## src/icu_pkg.sv

```systemverilog
// Constants, register map and shared types of the interrupt context unit
//
// Function
// RULE1 - On entry save pc, status, pointer, accumulator; ignore further requests.
// RULE2 - On entry the program counter is forced to vector address zero.
// RULE3 - On entry the three page select bits of status are cleared.
// RULE4 - Return restores the saved context and re-enables interrupt acceptance.
// RULE5 - Enabled rollover interrupt fires when the counter wraps from FF to 00.
// RULE6 - Rollover to service routine takes 3 cycles single-cycle mode, else 8.
// RULE7 - After return, 3 cycles single-cycle mode, else 8, before main code resumes.
// RULE8 - Any instruction altering the program counter flushes and refills the pipeline.
// RULE9 - Eight port B pins each request an interrupt on a change of state.
// RULE10 - Each port B source has its own enable mask and edge direction bit.
// RULE11 - Port B edge to service routine takes 5 cycles single-cycle mode, else 10; the code takes 8, else 13, counted from the pin change.
// RULE12 - Larger variants also take timer overflow, compare and capture requests.
// RULE13 - Rollover interrupt enabled when the disable bit is zero, suppressed when one.
package icu_pkg;

    localparam int PC_W = 11;
    localparam int DATA_W = 16;
    localparam int ADDR_W = 4;
    localparam int PINS = 8;
    localparam int TMR_EV = 3;
    localparam int SRC_W = PINS + 1 + TMR_EV;

    // Register word offsets
    localparam logic [ADDR_W-1:0] OFS_CTRL = 4'h0;
    localparam logic [ADDR_W-1:0] OFS_EDGE_EN = 4'h1;
    localparam logic [ADDR_W-1:0] OFS_EDGE_DIR = 4'h2;
    localparam logic [ADDR_W-1:0] OFS_IRQ_STATUS = 4'h3;
    localparam logic [ADDR_W-1:0] OFS_IRQ_MASK = 4'h4;
    localparam logic [ADDR_W-1:0] OFS_RTC = 4'h5;
    localparam logic [ADDR_W-1:0] OFS_SAVED_PC = 4'h6;
    localparam logic [ADDR_W-1:0] OFS_STATE = 4'h7;

    // Control field positions
    localparam int CTRL_ROLL_DIS = 0;
    localparam int CTRL_SINGLE = 1;

    // Status and mask field positions
    localparam int ST_EDGE_LO = 0;
    localparam int ST_ROLL = 8;
    localparam int ST_TMR_LO = 9;

    // Reset values
    localparam logic RST_ROLL_DIS = 1'h1;
    localparam logic RST_SINGLE = 1'h0;
    localparam logic [PINS-1:0] RST_EDGE_EN = 8'h00;
    localparam logic [PINS-1:0] RST_EDGE_DIR = 8'h00;
    localparam logic [SRC_W-1:0] RST_MASK = 12'h000;
    localparam logic [7:0] RST_RTC = 8'h00;

    localparam logic [7:0] RTC_MAX = 8'hFF;
    localparam logic [7:0] PAGE_CLR = 8'h1F;
    localparam logic [PC_W-1:0] VECTOR_ADDR = 11'h000;

    // Latencies in instruction cycles
    localparam logic [3:0] LAT_ROLL_SINGLE = 4'h3;
    localparam logic [3:0] LAT_ROLL_MULTI = 4'h8;
    localparam logic [3:0] LAT_EDGE_SINGLE = 4'h5;
    localparam logic [3:0] LAT_EDGE_MULTI = 4'hA;
    localparam logic [3:0] RET_SINGLE = 4'h3;
    localparam logic [3:0] RET_MULTI = 4'h8;

    typedef enum logic [3:0] {
        ICU_IDLE = 4'b0001,
        ICU_WAIT = 4'b0010,
        ICU_SERVICE = 4'b0100,
        ICU_RETURN = 4'b1000
    } icu_fsm_t;

    typedef struct packed {
        logic [PC_W-1:0] pc;
        logic [7:0] status;
        logic [7:0] file_select_pointer;
        logic [7:0] w;
    } icu_ctx_t;

endpackage

```

## src/icu_edge_sync.sv

```systemverilog
// Pin synchroniser with per-pin edge direction detection
module icu_edge_sync #(
    parameter int W = 8
) (
    // Clock and reset
    input wire logic clk,
    input wire logic rst,
    // Pins and configuration
    input wire logic [W-1:0] pins,
    input wire logic [W-1:0] falling,
    // Detected edges, one-cycle pulses
    output logic [W-1:0] edge_seen
);

    typedef struct packed {
        logic [W-1:0] meta;
        logic [W-1:0] sync;
        logic [W-1:0] prev;
        logic [W-1:0] hit;
    } icu_sync_t;

    icu_sync_t s;
    icu_sync_t n;

    always_comb begin
        n = s;
        n.meta = pins;
        n.sync = s.meta;
        n.prev = s.sync;
        // Direction 1 selects high-to-low, 0 low-to-high
        n.hit = (s.sync & ~s.prev & ~falling) | (~s.sync & s.prev & falling); // RULE9 RULE10
    end

    always_ff @(posedge clk) begin
        if (rst) begin
            s <= '0;
        end else begin
            s <= n;
        end
    end

    assign edge_seen = s.hit;

endmodule

```

## src/icu_top.sv

```systemverilog
// Interrupt entry, return and context shadowing for the core
module icu_top #(
    parameter bit HAS_TIMERS = 1'b1
) (
    // Clock and reset
    input wire logic CLK,
    input wire logic RST,
    // Register port
    input wire logic [icu_pkg::ADDR_W-1:0] REG_ADDR,
    input wire logic [icu_pkg::DATA_W-1:0] REG_WDATA,
    input wire logic REG_WR,
    input wire logic REG_RD,
    output logic [icu_pkg::DATA_W-1:0] REG_RDATA,
    // Core context and instruction events
    input wire icu_pkg::icu_ctx_t CORE_CTX,
    input wire logic CORE_RETURN_FROM_INTERRUPT,
    input wire logic CORE_PC_CHANGE,
    // Event sources
    input wire logic RTC_TICK,
    input wire logic [icu_pkg::PINS-1:0] PORT_B,
    input wire logic [icu_pkg::TMR_EV-1:0] TIMER_EVT,
    // Context load toward the core
    output icu_pkg::icu_ctx_t CTX_OUT,
    output logic CTX_LOAD,
    output logic PIPE_FLUSH,
    output logic IN_SERVICE,
    output logic CORE_HOLD,
    // Interrupt line
    output logic IRQ
);

    typedef struct packed {
        icu_pkg::icu_fsm_t fsm;
        logic [3:0] cnt;
        logic roll_dis;
        logic single;
        logic [icu_pkg::PINS-1:0] edge_en;
        logic [icu_pkg::PINS-1:0] edge_dir;
        logic [icu_pkg::SRC_W-1:0] status;
        logic [icu_pkg::SRC_W-1:0] mask;
        logic [7:0] rtc;
        icu_pkg::icu_ctx_t saved;
        icu_pkg::icu_ctx_t out;
        logic load;
        logic flush;
        logic in_service;
        logic hold;
        logic irq;
        logic [icu_pkg::DATA_W-1:0] rdata;
    } icu_state_t;

    icu_state_t s;
    icu_state_t n;

    logic [icu_pkg::PINS-1:0] pin_edge;
    logic roll;
    logic [icu_pkg::TMR_EV-1:0] tmr_ev;
    logic [icu_pkg::SRC_W-1:0] events;
    logic [icu_pkg::SRC_W-1:0] clr;
    logic [icu_pkg::SRC_W-1:0] req;
    logic edge_only;
    logic [3:0] lat;
    logic [3:0] ret_lat;

    icu_edge_sync #(
        .W(icu_pkg::PINS)
    ) u_edge (
        .clk(CLK),
        .rst(RST),
        .pins(PORT_B),
        .falling(s.edge_dir),
        .edge_seen(pin_edge)
    );

    always_comb begin
        n = s;
        n.load = 1'b0;
        n.flush = 1'b0;
        n.rdata = '0;
        clr = '0;

        // Real-time counter and its wrap event
        if (RTC_TICK) begin
            n.rtc = s.rtc + 8'h01;
        end
        roll = RTC_TICK && (s.rtc == icu_pkg::RTC_MAX) && !s.roll_dis; // RULE5 RULE13
        tmr_ev = HAS_TIMERS ? TIMER_EVT : '0; // RULE12
        events = {tmr_ev, roll, pin_edge & s.edge_en}; // RULE9 RULE10

        // Register writes
        if (REG_WR) begin
            if (REG_ADDR == icu_pkg::OFS_CTRL) begin
                n.roll_dis = REG_WDATA[icu_pkg::CTRL_ROLL_DIS]; // RULE13
                n.single = REG_WDATA[icu_pkg::CTRL_SINGLE];
            end else if (REG_ADDR == icu_pkg::OFS_EDGE_EN) begin
                n.edge_en = REG_WDATA[icu_pkg::PINS-1:0]; // RULE10
            end else if (REG_ADDR == icu_pkg::OFS_EDGE_DIR) begin
                n.edge_dir = REG_WDATA[icu_pkg::PINS-1:0]; // RULE10
            end else if (REG_ADDR == icu_pkg::OFS_IRQ_STATUS) begin
                clr = REG_WDATA[icu_pkg::SRC_W-1:0];
            end else if (REG_ADDR == icu_pkg::OFS_IRQ_MASK) begin
                n.mask = REG_WDATA[icu_pkg::SRC_W-1:0];
            end else if (REG_ADDR == icu_pkg::OFS_RTC) begin
                // Software load wins over a tick in the same cycle
                n.rtc = REG_WDATA[7:0];
            end
        end

        // New events win over a write-one clear
        n.status = (s.status & ~clr) | events;

        // Pending requests, timer sources share the rollover latency
        req = (s.status | events) & s.mask;
        edge_only = (|req[icu_pkg::PINS-1:0]) && !(|req[icu_pkg::SRC_W-1:icu_pkg::ST_ROLL]);
        if (edge_only) begin
            lat = s.single ? icu_pkg::LAT_EDGE_SINGLE : icu_pkg::LAT_EDGE_MULTI; // RULE11
        end else begin
            lat = s.single ? icu_pkg::LAT_ROLL_SINGLE : icu_pkg::LAT_ROLL_MULTI; // RULE6
        end
        ret_lat = s.single ? icu_pkg::RET_SINGLE : icu_pkg::RET_MULTI; // RULE7

        case (s.fsm)
            icu_pkg::ICU_IDLE: begin
                if (|req) begin
                    n.fsm = icu_pkg::ICU_WAIT;
                    n.cnt = lat - 4'h1;
                end
            end
            icu_pkg::ICU_WAIT: begin
                if (s.cnt == 4'h1) begin
                    // Entry: shadow the context and vector the core
                    n.fsm = icu_pkg::ICU_SERVICE; // RULE1
                    n.saved = CORE_CTX; // RULE1
                    n.out.pc = icu_pkg::VECTOR_ADDR; // RULE2
                    n.out.status = CORE_CTX.status & icu_pkg::PAGE_CLR; // RULE3
                    n.out.file_select_pointer = CORE_CTX.file_select_pointer;
                    n.out.w = CORE_CTX.w;
                    n.load = 1'b1;
                    n.flush = 1'b1; // RULE8
                    n.cnt = 4'h0;
                end else begin
                    n.cnt = s.cnt - 4'h1;
                end
            end
            icu_pkg::ICU_SERVICE: begin
                // Requests stay sticky but start nothing while in service
                if (CORE_RETURN_FROM_INTERRUPT) begin
                    n.fsm = icu_pkg::ICU_RETURN;
                    n.cnt = ret_lat - 4'h1; // RULE7
                end
            end
            icu_pkg::ICU_RETURN: begin
                if (s.cnt == 4'h1) begin
                    n.fsm = icu_pkg::ICU_IDLE; // RULE4
                    n.out = s.saved; // RULE4
                    n.load = 1'b1;
                    n.flush = 1'b1; // RULE8
                    n.cnt = 4'h0;
                end else begin
                    n.cnt = s.cnt - 4'h1;
                end
            end
            default: begin
                n.fsm = icu_pkg::ICU_IDLE;
                n.cnt = 4'h0;
            end
        endcase

        if (CORE_PC_CHANGE) begin
            n.flush = 1'b1; // RULE8
        end

        n.in_service = (n.fsm == icu_pkg::ICU_SERVICE) || (n.fsm == icu_pkg::ICU_RETURN);
        n.hold = (n.fsm == icu_pkg::ICU_RETURN); // RULE7
        n.irq = |(n.status & n.mask);

        // Register reads, data in the following cycle only
        if (REG_RD) begin
            if (REG_ADDR == icu_pkg::OFS_CTRL) begin
                n.rdata[icu_pkg::CTRL_ROLL_DIS] = s.roll_dis;
                n.rdata[icu_pkg::CTRL_SINGLE] = s.single;
            end else if (REG_ADDR == icu_pkg::OFS_EDGE_EN) begin
                n.rdata[icu_pkg::PINS-1:0] = s.edge_en;
            end else if (REG_ADDR == icu_pkg::OFS_EDGE_DIR) begin
                n.rdata[icu_pkg::PINS-1:0] = s.edge_dir;
            end else if (REG_ADDR == icu_pkg::OFS_IRQ_STATUS) begin
                n.rdata[icu_pkg::SRC_W-1:0] = s.status;
            end else if (REG_ADDR == icu_pkg::OFS_IRQ_MASK) begin
                n.rdata[icu_pkg::SRC_W-1:0] = s.mask;
            end else if (REG_ADDR == icu_pkg::OFS_RTC) begin
                n.rdata[7:0] = s.rtc;
            end else if (REG_ADDR == icu_pkg::OFS_SAVED_PC) begin
                n.rdata[icu_pkg::PC_W-1:0] = s.saved.pc;
            end else if (REG_ADDR == icu_pkg::OFS_STATE) begin
                n.rdata[3:0] = s.fsm;
            end else begin
                n.rdata = '0;
            end
        end
    end

    always_ff @(posedge CLK) begin
        if (RST) begin
            s.fsm <= icu_pkg::ICU_IDLE;
            s.cnt <= 4'h0;
            s.roll_dis <= icu_pkg::RST_ROLL_DIS;
            s.single <= icu_pkg::RST_SINGLE;
            s.edge_en <= icu_pkg::RST_EDGE_EN;
            s.edge_dir <= icu_pkg::RST_EDGE_DIR;
            s.status <= '0;
            s.mask <= icu_pkg::RST_MASK;
            s.rtc <= icu_pkg::RST_RTC;
            s.saved <= '0;
            s.out <= '0;
            s.load <= 1'b0;
            s.flush <= 1'b0;
            s.in_service <= 1'b0;
            s.hold <= 1'b0;
            s.irq <= 1'b0;
            s.rdata <= '0;
        end else begin
            s <= n;
        end
    end

    assign REG_RDATA = s.rdata;
    assign CTX_OUT = s.out;
    assign CTX_LOAD = s.load;
    assign PIPE_FLUSH = s.flush;
    assign IN_SERVICE = s.in_service;
    assign CORE_HOLD = s.hold;
    assign IRQ = s.irq;

endmodule

```

## config.mk

```make
export PLATFORM = sky130hd
export DESIGN_NAME = icu_top
export DESIGN_NICKNAME = d
export VERILOG_FILES = /design/src/icu_pkg.sv /design/src/icu_edge_sync.sv /design/src/icu_top.sv
export SDC_FILE = /design/constraint.sdc
export NUM_CORES = 1
export LEC_CHECK = 0
export BUFFER_PORTS_ARGS = -buffer_cell sky130_fd_sc_hd__buf_2
export CAP_MARGIN = 20
export CORE_MARGIN = 8
export CORE_UTILIZATION = 56
export DETAILED_ROUTE_END_ITERATION = 6
export PLACE_DENSITY = 0.76
export SLEW_MARGIN = 5
export SYNTH_ARGS = -nofsm -noshare
export SYNTH_HDL_FRONTEND = slang
export SYNTH_SLANG_ARGS = --single-unit
```

## constraint.sdc

```tcl
create_clock -name CLK -period 2.8 [get_ports CLK]
set_clock_uncertainty 0.2 [all_clocks]
set_input_delay 0.14 -clock CLK [delete_from_list [all_inputs] [get_ports CLK]]
set_output_delay 0.14 -clock CLK [all_outputs]
set_load 0.03 [all_outputs]
```

* Word-level counts from Yosys, hierarchy flattened
Cells that the tools add are included.
** Storage, ports and cells
- Bits in registers :: 181
- Bits in latches :: 0
- RAM bits :: 0
- Memory bits (read-only) :: 0
- Input bits :: 73
- Word-level logic and storage cells :: 142
- Memories :: 0
** Operators by class
- Add/subtract/negate cells :: 4
- $mul :: 0
- Div/mod/pow operators :: 0
- $lt $le $gt $ge :: 0
- Equal/unequal tests :: 19
- Shift-type cells :: 0
- Multiplexer cells :: 49
- Bitwise operators :: 18
- Reduce and logical (&&, ||, !) cells :: 22
** Operators by type and width (number)
- two-way mux 12 bit :: 16
- two-way mux 20 bit :: 5
- two-way mux 37 bit :: 2
- one-hot mux 37 bit (2 select lines) :: 1
- two-way mux 8 bit :: 8
- two-way mux 11 bit :: 5
- bitwise AND 8 bit :: 5
- bitwise AND 12 bit :: 3
- two-way mux 4 bit :: 8
- one-hot mux 8 bit (4 select lines) :: 1
- equality test 4 x 3 -> 1 bit (second input constant) :: 6
- NOT 8 bit :: 3
- bitwise OR 12 bit :: 2
- OR reduction 12 bit :: 2
- equality test 4 x 1 -> 1 bit (second input constant) :: 3
- equality test 4 x 2 -> 1 bit (second input constant) :: 3
- NOT 12 bit :: 1
- subtractor 4 x 1 -> 4 bit (second input constant) :: 3
- OR reduction 9 bit :: 1
- adder 8 x 1 -> 8 bit (second input constant) :: 1
- equality test 4 bit (second input constant) :: 2
- equality test 8 bit (second input constant) :: 1
- inequality test 2 bit (second input constant) :: 4
- bitwise OR 8 bit :: 1
- 16 further kinds :: 25

* Logic depth before layout (Yosys ltp)
- Word-level depth :: 20
- Gate-level depth with buffers :: 9
- Mapped depth without buffers :: 9

* Hierarchy
A second synthesis with hierarchy kept.
** Unflattened totals
- Cells, all modules :: 877
- Area, all modules :: 7538.5 um^2
** Modules (own cells, without submodules)
- icu_top :: times used 1, cells an instance 786, area an instance 6472.5 um^2, sequential area each 2902.8 um^2
- icu_edge_sync :: times used 1, cells an instance 91, area an instance 1066.0 um^2, sequential area each 640.6 um^2

* Least setup slack after synthesis
Ideal clock, no wire load.
- Kind :: reg2reg
- Start :: register s[91] (netlist bit)
- End :: register s[142] (netlist bit)
- Arrival time :: 1.936 ns
- Required time :: 2.530 ns
- Path slack :: 0.593 ns
- Cell stages (with the launch flop) :: 10
- Clock period less this slack :: 2.207 ns
- Path through :: dfxtp_1 -> ha_1 -> nand4_4 -> o31ai_2 -> or3_1 -> nor2_1 -> ha_1 -> xnor2_1 -> o32a_1 -> a21oi_1
** Between the ends
- Cells in the longest elaborated chain, start to end :: 12
** RTL lines
- start, declared :: RTL line icu_top.sv:52 : icu_state_t s;
- start signal, assigned :: RTL line icu_top.sv:222 : s <= n;
- equality test 8 bit * :: RTL line icu_top.sv:86 : roll = RTC_TICK && (s.rtc == icu_pkg::RTC_MAX) && !s.roll_dis;
- logical AND 1 bit * (2 in series) :: RTL line icu_top.sv:86
- bitwise OR 12 bit * :: RTL line icu_top.sv:113 : req = (s.status | events) & s.mask;
- bitwise AND 12 bit * :: RTL line icu_top.sv:113
- OR reduction 4 bit :: RTL line icu_top.sv:114 : edge_only = (|req[icu_pkg::PINS-1:0]) && !(|req[icu_pkg::SRC_W-1:icu_pkg::ST_ROLL]);
- zero test 1 bit :: RTL line icu_top.sv:114
- logical AND 1 bit :: RTL line icu_top.sv:114
- two-way mux 4 bit :: RTL line icu_top.sv:115 : if (edge_only) begin
- subtractor 4 x 1 -> 4 bit :: RTL line icu_top.sv:126 : n.cnt = lat - 4'h1;
- two-way mux 8 bit :: RTL line icu_top.sv:124 : if (|req) begin
- one-hot mux 8 bit (4 select lines) :: RTL line icu_top.sv:122 : case (s.fsm)
Every way passes the cells marked *; elsewhere a longest branch is shown, timed or not. The select of a mux whose other input is x is not followed.
A chain may end at the register's enable or synchronous reset.

* Final worst setup path
- Start :: register s[146] (netlist bit)
- End :: register s[72] (netlist bit)
** Between the ends
- Cells in the longest elaborated chain, start to end :: 2
** RTL lines (RTL line)
- equality test 4 x 2 -> 1 bit :: icu_top.sv:122
- AND reduction 2 bit (no line)
Every way passes these cells.

==> implementation parameters <==
Parameter                              Value

Run status
  Outcome ... completed

Placement
  Dpl ws ... 0.396 ns
  DP Wirelength ... 13000 um
  Global placer's final weighted congestion ... 0.922
  Placed inst area ... 8070 um^2
  Number of buffers inserted by port buffering ... 120

CTS
  H-Tree Depth ... 4
  Clk buf depth ... 2
  Clock Tree Root ... clkbuf_16
  Post-CTS setup buffer count ... 0
  Clk Latency, worst-skew pair ... 0.42 ns
  CTS Buf Count ... 17
  Hold buffer count at CTS ... 88
  Clock-pin slew reported for the worst setup and hold paths after clock tree synthesis ... 0.07 ns
  Clock tree from TritonCTS ... yes
  Quantity of gates resized following cts ... 0
  Sink Count ... 177

Power and ir drop
  Power, Total ... 5.25 mW
  Leakage power summed over all cells ... 3.96 nW
  Cell Pwr Density ... 551 nW/um^2
  Maximum ir drop on the vdd rail ... 0.417 mV

Timing
  Min Tclk post-route ... 2.62 ns
  RSZ-0062 raised after global routing ... no
  Final worst slack ... 0.177 ns
  Final Hold Viols ... 0
  Final max-slew violation count ... 0
  Transition time of the tightest slew-check pin ... 0.714 ns
  Final Cycle Share ... 93.7%
  Endpoints failing setup ... 0
  Remaining max-slew budget at the tightest pin ... 52.4%
  Setup TNS ... 0 ns
  FMAX ... 0.381 GHz

Global routing
  Initial antenna violation count ... 0
  Remaining global-route overflow ... 0
  Combined global-route utilization of all metal layers ... 22.5%
  Global-route wire length before repair ... 32900 um
  Vias in the first global route ... 6578
  Largest net degree at the start of global routing ... 71

Cells and area
  Non-Filler Cell Area, Final ... 9520 um^2
  Share of post-route cells with drive strength above 1 ... 19.4%
  Ant. Diodes ... 0
  Combined flip-flop and latch cell area ... 3540 um^2
  Fin nets ... 1098
  Area growth from synthesis to layout ... 22.2%
  Area of the multi-input gates ... 3560 um^2
  Fillcell total ... 1060
  Final Util ... 69.4%

Routing
  Avg WL per Cell ... 16.8 um
  Total detailed-routing wirelength ... 20400 um
  Iteration count of the initial detailed-routing pass ... 6
  Post-detailed-route count of antenna-violating nets ... 0
  Total number of vias ... 6781
  Via density per instance ... 5.59
  Starting DRT DRC Count ... 517
  Total DRC errors in the routed layout ... 0

Floorplanning
  Die span in x ... 134 um
  Area of the die ... 18000 um^2
  Overall die height ... 134 um
  IO Count ... 129
  # rows ... 43
  Total core area ... 13700 um^2
  Starting utilization of the core area ... 56.8%

Logic synthesis
  Largest area contributor in the synthesized netlist ... dfxtp_1
  Fraction of post-synthesis cell area in the top cell type by area ... 45.5%
  Post-synthesis cell count ... 880
  Post-synth top flop ... dfxtp_1
  Synth unique cells ... 62
  Syn Area/Cell ... 8.86 um^2
  Cell area after synthesis ... 7790 um^2
  Top post-synthesis cells by count ... dfxtp_1 (177), nor2_1 (142), nand2_1 (96)
  Number of register bits inferred by synthesis ... 177
  Count leader, synth ... dfxtp_1
  Async SR Flop Fraction ... 0%
  Largest cells by area after synthesis ... dfxtp_1 (45%), nor2_1 (6.8%), a21oi_1 (5.6%)
  Fraction of the yosys area taken by sequential cells ... 45.5%
  EDFF count, synth ... 0
  Number of warnings printed during yosys synthesis ... 0

Worst setup path
  Nature of the critical path startpoint ... flip-flop
  Largest driver fanout on the critical path ... 25
  Crit end category ... flip-flop
  Required arrival time at the worst endpoint ... 2.96 ns
  Arrival @ worst endpoint ... 2.78 ns
  Category of the most critical setup path ... flip-flop to flip-flop

Hold path
  Min-delay worst type ... input port to flip-flop

Run
  Total of max-cap violations ... 0
-- worst paths after layout --
kind | start | end | slack [ns] | cells past startpoint
max | s[146]$_SDFF_PP0_ | s[72]$_SDFFE_PP0P_ | 0.18 | 6
min | REG_ADDR[0] | REG_RDATA[11]$_SDFF_PP0_ | 0.05 | 4
max reg2reg | s[146]$_SDFF_PP0_ | s[72]$_SDFFE_PP0P_ | 0.18 | 6
min reg2reg | u_edge.n[16]$_SDFF_PP0_ | u_edge.n[8]$_SDFF_PP0_ | 0.24 | 1
-- cell families (layout without fill, tap and decap cells) --
family | Yosys count | count (layout) | share of synthesized area (%)
xor+xnor | 11 | 11 | 1.24
fa+ha+maj | 4 | 4 | 0.642
mux | 50 | 50 | 6.92
other cells | 1 | 4 | 0.0481
compound gates | 194 | 194 | 16.0
flops | 177 | 177 | 45.5
buf+inv | 109 | 260 | 9.04
simple gates | 334 | 334 | 20.6
-- layout make-up --
cell class / instances / share of cell area (%)
multi-input cells: 597 / 37.4
repair buffers: 223 / 16.9
clock inverters: 9 / 1.14
flip-flops and latches: 177 / 37.2
clock buffers: 23 / 4.81
inverters: 5 / 0.197
well taps: 180 / 2.37
-- layer usage --
layer  share of wire [%]  GRT usage, %
met2                  47          37.0
met3                 7.2          5.31
met4                 3.0          9.86
met1                  43          27.7
met5                   0             0
-- worst max-delay path, stage by stage (launching register included) --
cell           delay, ns
dfxtp_1             0.50
or3b_4              0.47
nor3_4              0.18
buf_4               0.33
nand2_1             0.11
a21oi_1             0.16
dlygate4sd3_1       0.60
-- report_power, final --
group,internal (mW),switching [mW]
registers,2.55,0.0241
logic,0.174,0.192
clock network,1.34,0.965
total,4.07,1.18
-- cell usage in the layout (no fill, tap or decap), types with 6 or more instances in the layout --
master | synthesis | layout
nand2_1 | 96 | 96
o21ai_0 | 10 | 10
clkbuf_16 | 0 | 17
nand3_1 | 9 | 9
dfxtp_1 | 177 | 177
nand3b_1 | 13 | 13
a22oi_1 | 44 | 44
nor2b_1 | 32 | 32
a211oi_1 | 12 | 12
dlygate4sd3_1 | 0 | 88
or3b_2 | 8 | 8
mux2_2 | 11 | 11
buf_4 | 52 | 15
a21oi_1 | 87 | 87
a221oi_1 | 6 | 6
xnor2_1 | 6 | 6
a21o_1 | 6 | 6
buf_2 | 7 | 119
nor2_1 | 142 | 142
mux2i_1 | 37 | 37
-- flip-flops by register name, summed over array words and instances (netlist names), 8 cells and up --
signal / flops
u_edge.n: 16
u_edge.s: 8
u_edge.edge_seen: 8
CTX_OUT: 35
s: 93
REG_RDATA: 12
-- metrics by stage --
step / hold slack, ns / cells
after global routing: 0.0598 / 1214
after global placement: 0.153 / 1094
final: 0.0482 / 1214
after floorplan: 0.0607 / 883
after detailed placement: 0.153 / 1094
after CTS: 0.0175 / 1214
No activity file was read; power rests on OpenSTA's default activity.
